[src/picond_pin_cond.sv]
// port-input constants and the per-pin input conditioning cell
`timescale 1ns/10ps
package picond_pkg;
  localparam int          NPORT     = 5;        // ports a to e
  localparam int          PW        = 8;        // pin bits per port register
  localparam int          NPIN      = NPORT * PW;
  localparam int          PA_PINS   = 4;        // port a only has bits 0-3
  localparam int          PB_LSB    = 8;        // port b position in the flat pin vectors
  localparam int          NCMP      = 4;        // comparator taps per pin
  localparam int          CMP_TTL   = 0;        // above ttl threshold
  localparam int          CMP_CMOS  = 1;        // above half supply
  localparam int          CMP_HI    = 2;        // above upper hysteresis threshold
  localparam int          CMP_LO    = 3;        // above lower hysteresis threshold
  localparam logic [2:0]  PORT_A    = 3'h0;
  localparam logic [2:0]  PORT_B    = 3'h1;
  localparam logic [3:0]  MODE_DIR  = 4'hf;     // direction registers, reset choice
  localparam logic [3:0]  MODE_PULL = 4'he;     // pull-ups, handled outside this block
  localparam logic [3:0]  MODE_LVL  = 4'hd;
  localparam logic [3:0]  MODE_HYST = 4'hc;
  localparam logic [3:0]  MODE_WKEN = 4'hb;
  localparam logic [3:0]  MODE_EDGE = 4'ha;
  localparam logic [3:0]  MODE_SWAP = 4'h9;
  localparam logic [3:0]  MODE_RST  = MODE_DIR;
  localparam logic [7:0]  REG_ONES  = 8'hff;    // reset of dir, level, hysteresis, edge, wake enable
  localparam logic [7:0]  PA_MASK   = 8'h0f;    // writable bits of port a
  localparam logic [7:0]  PEND_RST  = 8'h00;
  localparam logic [7:0]  SWAP_RST  = 8'h00;
endpackage

////////////////////////////////////////////////////////////////////////////////

module picond_pin_cond #(
  parameter bit HAS_HYST = 1'b1                          // port a pins have no hysteresis option
) (
  input  wire logic                            core_clk_i,  // system clock
  input  wire logic                            rst_i,       // async reset, active high
  input  wire logic [picond_pkg::NCMP-1:0]     cmp_i,       // raw comparator taps from the pad
  input  wire logic                            ttl_sel_i,   // 1 ttl, 0 cmos threshold
  input  wire logic                            norm_sel_i,  // 1 normal, 0 hysteresis input
  input  wire logic                            is_input_i,  // pin direction is input
  output logic                                 val_o        // interpreted pin level
);
  typedef struct packed {
    logic [picond_pkg::NCMP-1:0] sync1;
    logic [picond_pkg::NCMP-1:0] sync2;
    logic                        val;
  } picond_cell_t;

  picond_cell_t q;
  picond_cell_t d;

  // two stages on every tap: pads are asynchronous to the core clock
  always_comb begin
    d       = q;
    d.sync1 = cmp_i;
    d.sync2 = q.sync1;
    if (!is_input_i) begin
      d.val = q.sync2[picond_pkg::CMP_CMOS];              // selections have no effect on outputs
    end else if (HAS_HYST && !norm_sel_i) begin
      if (q.sync2[picond_pkg::CMP_HI]) begin
        d.val = 1'b1;                                     // crossed above upper threshold
      end else if (!q.sync2[picond_pkg::CMP_LO]) begin
        d.val = 1'b0;                                     // crossed below lower threshold
      end else begin
        d.val = q.val;                                    // in the band, hold last level
      end
    end else begin
      d.val = ttl_sel_i ? q.sync2[picond_pkg::CMP_TTL]    // threshold select per pin
                        : q.sync2[picond_pkg::CMP_CMOS];
    end
  end

  // single state register
  always_ff @(posedge core_clk_i or posedge rst_i) begin
    if (rst_i) begin
      q <= '0;
    end else begin
      q <= d;
    end
  end

  assign val_o = q.val;
endmodule

[src/picond_top.sv]
// port input conditioning, configuration registers and port b edge detection
//
// How it works
// - every pin has a threshold select bit; reset selects ttl everywhere.
// - mode d config write loads level register; 1 ttl, 0 cmos.
// - port a has pins 0-3 only; other ports have eight.
// - level writes always accepted, hysteresis writes on ports b-e only; both effective only on input pins.
// - hysteresis only on ports b-e; reset selects normal input.
// - mode c config write loads hysteresis register; 1 normal, 0 hysteresis.
// - hysteresis pin goes 1 above upper, 0 below lower, else holds.
// - each port b pin has edge select; reset selects falling edge.
// - mode a config write loads edge select; 1 falling, 0 rising.
// - selected edge on a port b pin sets its pending bit.
// - pending bits stay set until software writes them zero.
// - edge detection runs always, configured or not.
// - mode 9 port b write swaps old pending out and written value in.
// - an edge wakes the device only where wake-up is enabled.
// - config writes go where mode points; mode resets to f.
// - direction bit 1 is input, 0 output; all inputs after reset.
`timescale 1ns/10ps

module picond_top (
  input  wire logic                            core_clk_i,      // 25 MHz system clock
  input  wire logic                            rst_i,           // async reset, active high
  input  wire logic                            mode_wr_i,       // load the mode selector, one cycle
  input  wire logic [3:0]                      mode_val_i,      // new mode selector value
  input  wire logic                            cfg_wr_i,        // port configuration write, one cycle
  input  wire logic [2:0]                      cfg_port_i,      // target port, 0 = a ... 4 = e
  input  wire logic [7:0]                      cfg_data_i,      // written value (working register)
  input  wire logic [picond_pkg::NPIN-1:0]     pin_cmp_ttl_i,   // pad above ttl threshold
  input  wire logic [picond_pkg::NPIN-1:0]     pin_cmp_cmos_i,  // pad above half supply
  input  wire logic [picond_pkg::NPIN-1:0]     pin_cmp_hi_i,    // pad above upper hysteresis level
  input  wire logic [picond_pkg::NPIN-1:0]     pin_cmp_lo_i,    // pad above lower hysteresis level
  output logic [3:0]                           mode_o,          // current mode selector
  output logic [picond_pkg::NPIN-1:0]          dir_o,           // 1 input, 0 output
  output logic [picond_pkg::NPIN-1:0]          level_sel_o,     // 1 ttl, 0 cmos
  output logic [picond_pkg::NPIN-1:0]          hyst_sel_o,      // 1 normal, 0 hysteresis
  output logic [7:0]                           edge_pol_o,      // port b, 1 falling, 0 rising
  output logic [7:0]                           wakeup_en_o,     // port b, 0 enables wake-up
  output logic [7:0]                           edge_pend_o,     // port b sticky edge flags
  output logic [7:0]                           swap_data_o,     // old pending flags after a swap
  output logic                                 swap_valid_o,    // swap_data_o fresh, one cycle
  output logic                                 wake_req_o,      // enabled edge pending
  output logic [picond_pkg::NPIN-1:0]          pin_val_o        // conditioned pin levels
);
  typedef struct packed {
    logic [3:0]                  mode;
    logic [picond_pkg::NPIN-1:0] dir;
    logic [picond_pkg::NPIN-1:0] lvl;
    logic [picond_pkg::NPIN-1:0] hyst;
    logic [7:0]                  epol;
    logic [7:0]                  wken;
    logic [7:0]                  pend;
    logic [7:0]                  prev;
    logic [7:0]                  swap_data;
    logic                        swap_valid;
    logic                        wake;
  } picond_state_t;

  picond_state_t q;
  picond_state_t d;

  logic [picond_pkg::NPIN-1:0] pin_val;

  //////////////////////////////////////////////////////////////////////////////
  // helpers

  // write only the bits the port really has
  function automatic logic [7:0] picond_merge(input logic [7:0] old_v,
                                              input logic [7:0] new_v,
                                              input logic [7:0] mask);
    picond_merge = (old_v & ~mask) | (new_v & mask);
  endfunction

  // port a exposes four pins, the rest eight
  function automatic logic [7:0] picond_port_mask(input int unsigned p);
    picond_port_mask = (p == 0) ? picond_pkg::PA_MASK : picond_pkg::REG_ONES;
  endfunction

  //////////////////////////////////////////////////////////////////////////////
  // per-pin conditioning; port a upper half has no pad and reads zero

  genvar gp;
  generate
    for (gp = 0; gp < picond_pkg::NPIN; gp++) begin : g_pin
      if ((gp < picond_pkg::PW) && ((gp % picond_pkg::PW) >= picond_pkg::PA_PINS)) begin : g_none
        assign pin_val[gp] = 1'b0;
      end else begin : g_cell
        picond_pin_cond #(
          .HAS_HYST (gp >= picond_pkg::PW)
        ) u_cond (
          .core_clk_i (core_clk_i),
          .rst_i      (rst_i),
          .cmp_i      ({pin_cmp_lo_i[gp], pin_cmp_hi_i[gp], pin_cmp_cmos_i[gp], pin_cmp_ttl_i[gp]}),
          .ttl_sel_i  (q.lvl[gp]),
          .norm_sel_i (q.hyst[gp]),
          .is_input_i (q.dir[gp]),
          .val_o      (pin_val[gp])
        );
      end
    end
  endgenerate

  //////////////////////////////////////////////////////////////////////////////
  // next state

  logic [7:0] pend_base;
  logic [7:0] wmask;
  logic [7:0] cur_b;
  logic [7:0] edge_hit;

  // a mode write and a config write in one cycle: the config uses the old mode
  always_comb begin
    pend_base    = q.pend;
    wmask        = '0;
    cur_b        = pin_val[picond_pkg::PB_LSB +: picond_pkg::PW];
    edge_hit     = '0;
    d            = q;
    d.swap_valid = 1'b0;
    if (mode_wr_i) begin
      d.mode = mode_val_i;
    end
    for (int p = 0; p < picond_pkg::NPORT; p++) begin
      if (cfg_wr_i && (cfg_port_i == 3'(p))) begin
        wmask = picond_port_mask(p);
        case (q.mode)                                                // target chosen by mode
          picond_pkg::MODE_DIR: begin
            d.dir[p*8 +: 8] = picond_merge(q.dir[p*8 +: 8], cfg_data_i, wmask);
          end
          picond_pkg::MODE_LVL: begin
            d.lvl[p*8 +: 8] = picond_merge(q.lvl[p*8 +: 8], cfg_data_i, wmask);
          end
          picond_pkg::MODE_HYST: begin
            if (p != 0) begin
              d.hyst[p*8 +: 8] = cfg_data_i;
            end
          end
          picond_pkg::MODE_WKEN: begin
            if (p == 1) begin
              d.wken = cfg_data_i;
            end
          end
          picond_pkg::MODE_EDGE: begin
            if (p == 1) begin
              d.epol = cfg_data_i;
            end
          end
          picond_pkg::MODE_SWAP: begin
            if (p == 1) begin
              d.swap_data  = q.pend;                                 // old flags out
              d.swap_valid = 1'b1;
              pend_base    = cfg_data_i;                             // written value
            end
          end
          default: begin
            // pull-ups and unused modes: nothing held here
          end
        endcase
      end
    end
    // edge detector never gated by configuration; a hit beats a same-cycle clear
    edge_hit = (q.epol & q.prev & ~cur_b) | (~q.epol & ~q.prev & cur_b);
    d.prev   = cur_b;
    d.pend   = pend_base | edge_hit;                                 // set only, never self-cleared
    d.wake   = |(d.pend & ~d.wken);                                  // wake-up only where enabled
  end

  //////////////////////////////////////////////////////////////////////////////
  // state register

  always_ff @(posedge core_clk_i or posedge rst_i) begin
    if (rst_i) begin
      q.mode       <= picond_pkg::MODE_RST;
      q.dir        <= {picond_pkg::NPORT{picond_pkg::REG_ONES}};     // all inputs
      q.lvl        <= {picond_pkg::NPORT{picond_pkg::REG_ONES}};     // all ttl
      q.hyst       <= {picond_pkg::NPORT{picond_pkg::REG_ONES}};     // all normal
      q.epol       <= picond_pkg::REG_ONES;                          // falling edges
      q.wken       <= picond_pkg::REG_ONES;                          // wake-up disabled
      q.pend       <= picond_pkg::PEND_RST;
      q.prev       <= '0;
      q.swap_data  <= picond_pkg::SWAP_RST;
      q.swap_valid <= 1'b0;
      q.wake       <= 1'b0;
    end else begin
      q <= d;
    end
  end

  // outputs straight from the state flops
  assign mode_o       = q.mode;
  assign dir_o        = q.dir;
  assign level_sel_o  = q.lvl;
  assign hyst_sel_o   = q.hyst;
  assign edge_pol_o   = q.epol;
  assign wakeup_en_o  = q.wken;
  assign edge_pend_o  = q.pend;
  assign swap_data_o  = q.swap_data;
  assign swap_valid_o = q.swap_valid;
  assign wake_req_o   = q.wake;
  assign pin_val_o    = pin_val;
endmodule
[config.mk]
export PLATFORM = sky130hd
export DESIGN_NAME = picond_top
export DESIGN_NICKNAME = d
export VERILOG_FILES = /design/src/picond_pin_cond.sv /design/src/picond_top.sv
export SDC_FILE = /design/constraint.sdc
export NUM_CORES = 1
export LEC_CHECK = 0
export CAP_MARGIN = 20
export CORE_AREA = 5 5 241 243
export CTS_BUF_LIST = sky130_fd_sc_hd__clkbuf_8
export DETAILED_ROUTE_END_ITERATION = 8
export DIE_AREA = 0 0 246 248
export DONT_BUFFER_PORTS = 1
export GPL_ROUTABILITY_DRIVEN = 0
export HOLD_SLACK_MARGIN = 0.1
export SLEW_MARGIN = 10
export SYNTH_ARGS = -nofsm -noshare
export SYNTH_HDL_FRONTEND = slang
export SYNTH_SLANG_ARGS = --single-unit
[constraint.sdc]
create_clock -name core_clk_i -period 18.72 [get_ports core_clk_i]
set_input_delay 3.744 -clock core_clk_i [delete_from_list [all_inputs] [get_ports core_clk_i]]
set_output_delay 3.744 -clock core_clk_i [all_outputs]
set_load 0.01 [all_outputs]
## Yosys cells after proc, flatten, opt, wreduce, memory -nomap -nowiden

Cells that the tools add are included.
W data, S select, Z words.

- Equality and inequality tests: 42
- Mux-type cells: 174
- Bitwise operators: 13
- Reductions and logical operators: 23

Operators by type and width:

| kind | number |
|---|---|
| $mux W1 | 170 |
| $ne A4 B4 Y1 const B | 32 |
| $and A8 B8 Y8 | 5 |
| $mux W8 | 4 |
| $not A8 Y8 | 4 |
| $reduce_and A2 Y1 | 16 |
| $eq A4 B4 Y1 const B | 6 |
| $or A8 B4 Y8 | 2 |
| $or A8 B8 Y8 | 2 |
| $reduce_or A8 Y1 | 1 |
| $eq A3 B2 Y1 const B | 2 |
| $logic_and A1 B1 Y1 | 5 |
| $eq A3 B1 Y1 const B | 1 |
| $eq A3 B3 Y1 const B | 1 |
| $logic_not A3 Y1 | 1 |

- Flip-flop bits (word level): 466
- Word-level logic and storage cells: 382

## Logic depth before layout (Yosys ltp)

- Depth in word-level cells: 7
- Mapped depth: 8
- Mapped depth without buffers: 5

## By module

From an unflattened synthesis, not the netlist that was laid out.

- Cells, all modules: 1112
- Area total of the unflattened synthesis: 16449.5 um2

By module, submodules not included:

| module | instances | cells each | area each (um2) | sequential area each (um2) |
|---|---|---|---|---|
| picond_pin_cond at g_pin[10].g_cell.u_cond ... | 32 | 16 | 265.3 | 225.2 |
| picond_top | 1 | 568 | 7370.8 | 3908.7 |
| picond_pin_cond at g_pin[0].g_cell.u_cond ... | 4 | 8 | 147.6 | 125.1 |

## Worst setup path before layout

No wires, ideal clock.

- Path type: input to register
- From: input port cfg_port_i[0]
- To: register q, in the netlist wake_req_o
- Setup time: 138 ps
- Data arrival time: 5093 ps
- Data required time: 18582 ps
- Setup slack: 13489 ps
- Cell stages on the path: 6
- Path through: buf_6 and4bb_2 and3_2 o311a_1 a2111oi_2 nand4bb_1

RTL lines:

| what | RTL line | text |
|---|---|---|
| start, declared | picond_top.sv:28 | `input wire logic [2:0] cfg_port_i,` |
| end, declared | picond_top.sv:60 | `picond_state_t q;` |

==> qor.log <==
[grt] global-route wire length before repair 55.9 mm
[cells_and_area] fin util 0.317
[grt] number of global-route vias before repair 8459
[setup_path] peak fanout along the critical path 176
[timing] Final setup violation count 0
[setup_path] CP cell instances inv_8 > buf_4 > buf_12
[floorplanning] number of top-level design ports 377
[route] DR pass1 iterations 4
[clock_network] clock slew at the register clock pins of the worst setup and hold paths 0.06 ns
[route] drt wl/cell 20.8 µm
[grt] sum of overflow across all layers after global routing 0
[route] vias 7916
[clock_network] number of H-tree levels 3
[setup_path] number of cell instances on the worst register-to-register path 5
[timing] final cycle utilization of the critical path 0.292
[synth] largest area contributor in the synthesized netlist sky130_fd_sc_hd__dfrtp_1
[hold_path] Hold Path Class register to register
[clock_network] number of gates resized after CTS 0
[pwr] Max VDD drop 0.0638 mV
[timing] RSZ-0062 raised after global routing false
[setup_path] Crit-path slowest cell sky130_fd_sc_hd__buf_4
[setup_path] worst endpoint required time 19.31 ns
[timing] Fmax achieved 183 MHz
[floorplanning] starting density of the core 0.296
[clock_network] clock tree from TritonCTS yes
[setup_path] Critical Path Sink Type asynchronous set/reset pin
[synth] synthesized instance count 1134
[setup_path] crit path kind input port to asynchronous set/reset pin
[synth] simple logic cell fraction of the synthesized area 0.0667
[synth] share of the synthesized netlist area taken by xor and xnor gates 0
[run] max-cap check violation count 0
[clock_network] Clock Latency Late Sink 0.63 ns
[synth] area share of fa/ha/maj cells after synthesis 0
[floorplanning] horizontal extent of the die 246 µm
[route] via/cell ratio 4.28
[synth] Seq/Total Area, Yosys 0.705
[synth] fraction of the mapped netlist area in compound gates 0.0395
[route] final antenna-violating net count 0
[cells_and_area] fraction of layout instances using a drive strength above 1 0.364
[synth] Synth area leaders sky130_fd_sc_hd__dfrtp_1, sky130_fd_sc_hd__dfstp_2, sky130_fd_sc_hd__buf_4, sky130_fd_sc_hd__mux2_2, sky130_fd_sc_hd__o21ai_0
[synth] post-synthesis instance area 0.0165 mm²
[clock_network] CTS Root Cell sky130_fd_sc_hd__clkbuf_8
[setup_path] Worst EP arrival 6.06 ns
[clock_network] Post-CTS Repair Setup Buffers 0
[timing] worst-margin pin slew 1.02 ns
[synth] top-area cell type share of the netlist area 0.507
[pwr] pwr dens 125 mW/mm²
[synth] Yosys warning count 0
[timing] max-slew headroom at the worst pin 0.317
[floorplanning] y dimension of the die 248 µm
[synth] Syn Area/Cell 14.5 µm²
[clock_network] hold buffer count at CTS 0
[cells_and_area] area growth from synthesis to final layout 7.29%
[timing] post-route clock skew 0.0250 ns
[clock_network] number of buffers on the longest clock path 3
[clock_network] CTS Sinks 458
[setup_path] startpoint type of the worst setup path input port
[timing] minimum period implied by the final worst setup slack 5.47 ns
[placed_design] buffers added on ports 0
[timing] Final Slew Violations 0
[route] 1st-iter DRT viols 263
[floorplanning] die area 0.0610 mm²
[synth] count of unique library cells instantiated by Yosys 40
[synth] multiplexer share of the synthesized area 0.0913
[pwr] Leakage Power 0.00750 µW
[timing] total negative slack for setup checks 0 ns
[run_status] status completed
[floorplanning] std cell rows 87
[clock_network] clock buffer count from CTS 79
[setup_path] Largest stage delay, worst path 0.83 ns
[cells_and_area] total area of sequential cells 0.0116 mm²
[grt] maximum number of pins on one net before global-route repair 177
[placed_design] final HPWL from detailed placement 26.4 mm
[route] drt drc 0
[cells_and_area] area of combinational cells with multiple inputs 0.00335 mm²
[timing] Fin. Hold Viols 0
[route] final wirelength 38.4 mm
[pwr] Power Total 2220 µW
[hold_path] depth of the worst hold-timing path 0
[floorplanning] area of the core region 0.0557 mm²
[synth] total of flip-flops plus latches after synthesis 458
[grt] overall fraction of global-route tracks in use 0.124
[cells_and_area] Nets 1203
[grt] antenna violations before repair 11
[cells_and_area] Filler Cell Count 5504
[synth] largest family of logic cells by synthesized area buffers and inverters
[cells in the final DEF (no fill, tap or decap), types with 3 or more instances in the layout]
master	netlist	routed
sky130_fd_sc_hd__mux2_2	131	131
sky130_fd_sc_hd__nand2b_1	6	6
sky130_fd_sc_hd__a21boi_0	3	3
sky130_fd_sc_hd__buf_4	198	3
sky130_fd_sc_hd__nor3_2	4	3
sky130_fd_sc_hd__conb_1	2	20
sky130_fd_sc_hd__bufinv_16	0	7
sky130_fd_sc_hd__o31ai_1	3	3
sky130_fd_sc_hd__nand3_1	38	38
sky130_fd_sc_hd__mux2i_1	3	3
sky130_fd_sc_hd__a21oi_1	32	32
sky130_fd_sc_hd__inv_1	6	33
sky130_fd_sc_hd__o21ai_0	67	67
sky130_fd_sc_hd__and3_2	4	4
sky130_fd_sc_hd__nor2_1	37	35
sky130_fd_sc_hd__clkinv_2	0	12
sky130_fd_sc_hd__o22ai_1	3	3
sky130_fd_sc_hd__nand2_1	54	54
sky130_fd_sc_hd__diode_2	0	5
sky130_fd_sc_hd__o311a_1	3	3
sky130_fd_sc_hd__dfstp_2	124	124
sky130_fd_sc_hd__dfrtp_1	334	334
sky130_fd_sc_hd__clkinvlp_4	0	5
sky130_fd_sc_hd__nand4_1	5	5
sky130_fd_sc_hd__clkbuf_8	0	91
sky130_fd_sc_hd__nand3b_1	38	38
[power by group]
group | total, µW | switching (µW) | internal [µW] | leakage (µW)
Clock | 946 | 402 | 544 | 0.000959
Combinational | 88.2 | 47.3 | 40.9 | 0.00138
Sequential | 1180 | 91.7 | 1090 | 0.00517
[layer usage]
| layer | global-route usage | wire length (µm) |
|---|---|---|
| met2 | 0.201 | 18800 |
| met3 | 0.0534 | 3260 |
| met5 | 0 | 7 |
| met1 | 0.149 | 15400 |
| met4 | 0.0451 | 1010 |
[worst max-delay path, delay by kind of cell]
family / cells / cell delay, ns
buffers and inverters: 3 / 1.99
[synthesized netlist by cell type (all sizes together)]
library cell  instances
o22ai                 3
nor3b                 1
mux2i                 3
nor2                 37
clkbuf               10
conb                  2
or3b                  2
nand4                 5
a211oi                2
nand2                54
nor4                  1
and3                  5
nand3b               38
a31oi                 2
a21oi                32
or3                   3
nand4bb               2
nor2b                 2
nor3                  6
nand3                38
dfrtp               334
buf                 203
nand2b                6
dfstp               124
a21boi                3
o31ai                 3
and4bb                2
o311a                 3
o22a                  1
and3b                 1
inv                   6
mux2                131
a2111oi               1
a21bo                 1
o21ai                67
[registers in the layout (all words and copies together) (netlist names)]
signal / cells
dir_o: 36
hyst_sel_o: 32
mode_o: 4
g_pin.g_cell.u_cond.q: 136
wake_req_o: 1
g_pin.g_cell.u_cond.d: 136
edge_pol_o: 8
swap_valid_o: 1
wakeup_en_o: 8
edge_pend_o: 8
g_pin.g_cell.u_cond.val_o: 36
level_sel_o: 36
q: 8
swap_data_o: 8
[stage by stage]
step | setup slack (ns) | std cells | hold slack [ns] | cell area (µm²)
after floorplan | 2.41 | 1152 | 0.331 | 16500
after global placement | 12.57 | 1699 | 0.332 | 16000
after detailed placement | 12.50 | 1699 | 0.335 | 16000
after CTS | 13.23 | 1844 | 0.338 | 17700
after global routing | 12.84 | 1847 | 0.347 | 17700
final | 13.25 | 1849 | 0.325 | 17700
[worst paths after layout]
path,start,to,slack (ns)
max in group core_clk_i,cfg_port_i[2],wake_req_o,13.55
worst max register to register,mode_o[0],wake_req_o,15.93
min in group asynchronous,rst_i,g_pin[14].g_cell.u_cond.val_o,3.16
worst min-delay path,g_pin[15].g_cell.u_cond.d[4],g_pin[15].g_cell.u_cond.q[4],0.33
worst max-delay path,rst_i,g_pin[33].g_cell.u_cond.q[4],13.25
worst min register to register,g_pin[15].g_cell.u_cond.d[4],g_pin[15].g_cell.u_cond.q[4],0.33
[final cells by class]
type                            count  share of cell area
Antenna cell                        5            0.000708
Clock buffer                       91              0.0708
Clock inverter                     54              0.0243
Inverter                            6             0.00170
Multi-Input combinational cell    475               0.190
Sequential cell                   458               0.657
Tap cell                          756              0.0535
Timing Repair Buffer                4             0.00241
[kinds of logic (layout without fill, tap and decap cells)]
kind of cell,Yosys count,count (layout)
DFF,458,458
buffers and inverters,219,155
and+or+nand+nor,203,203
muxes,134,134
AOI/OAI and AO/OA,118,118
other,2,25
Power figures use the tool's default switching activity.
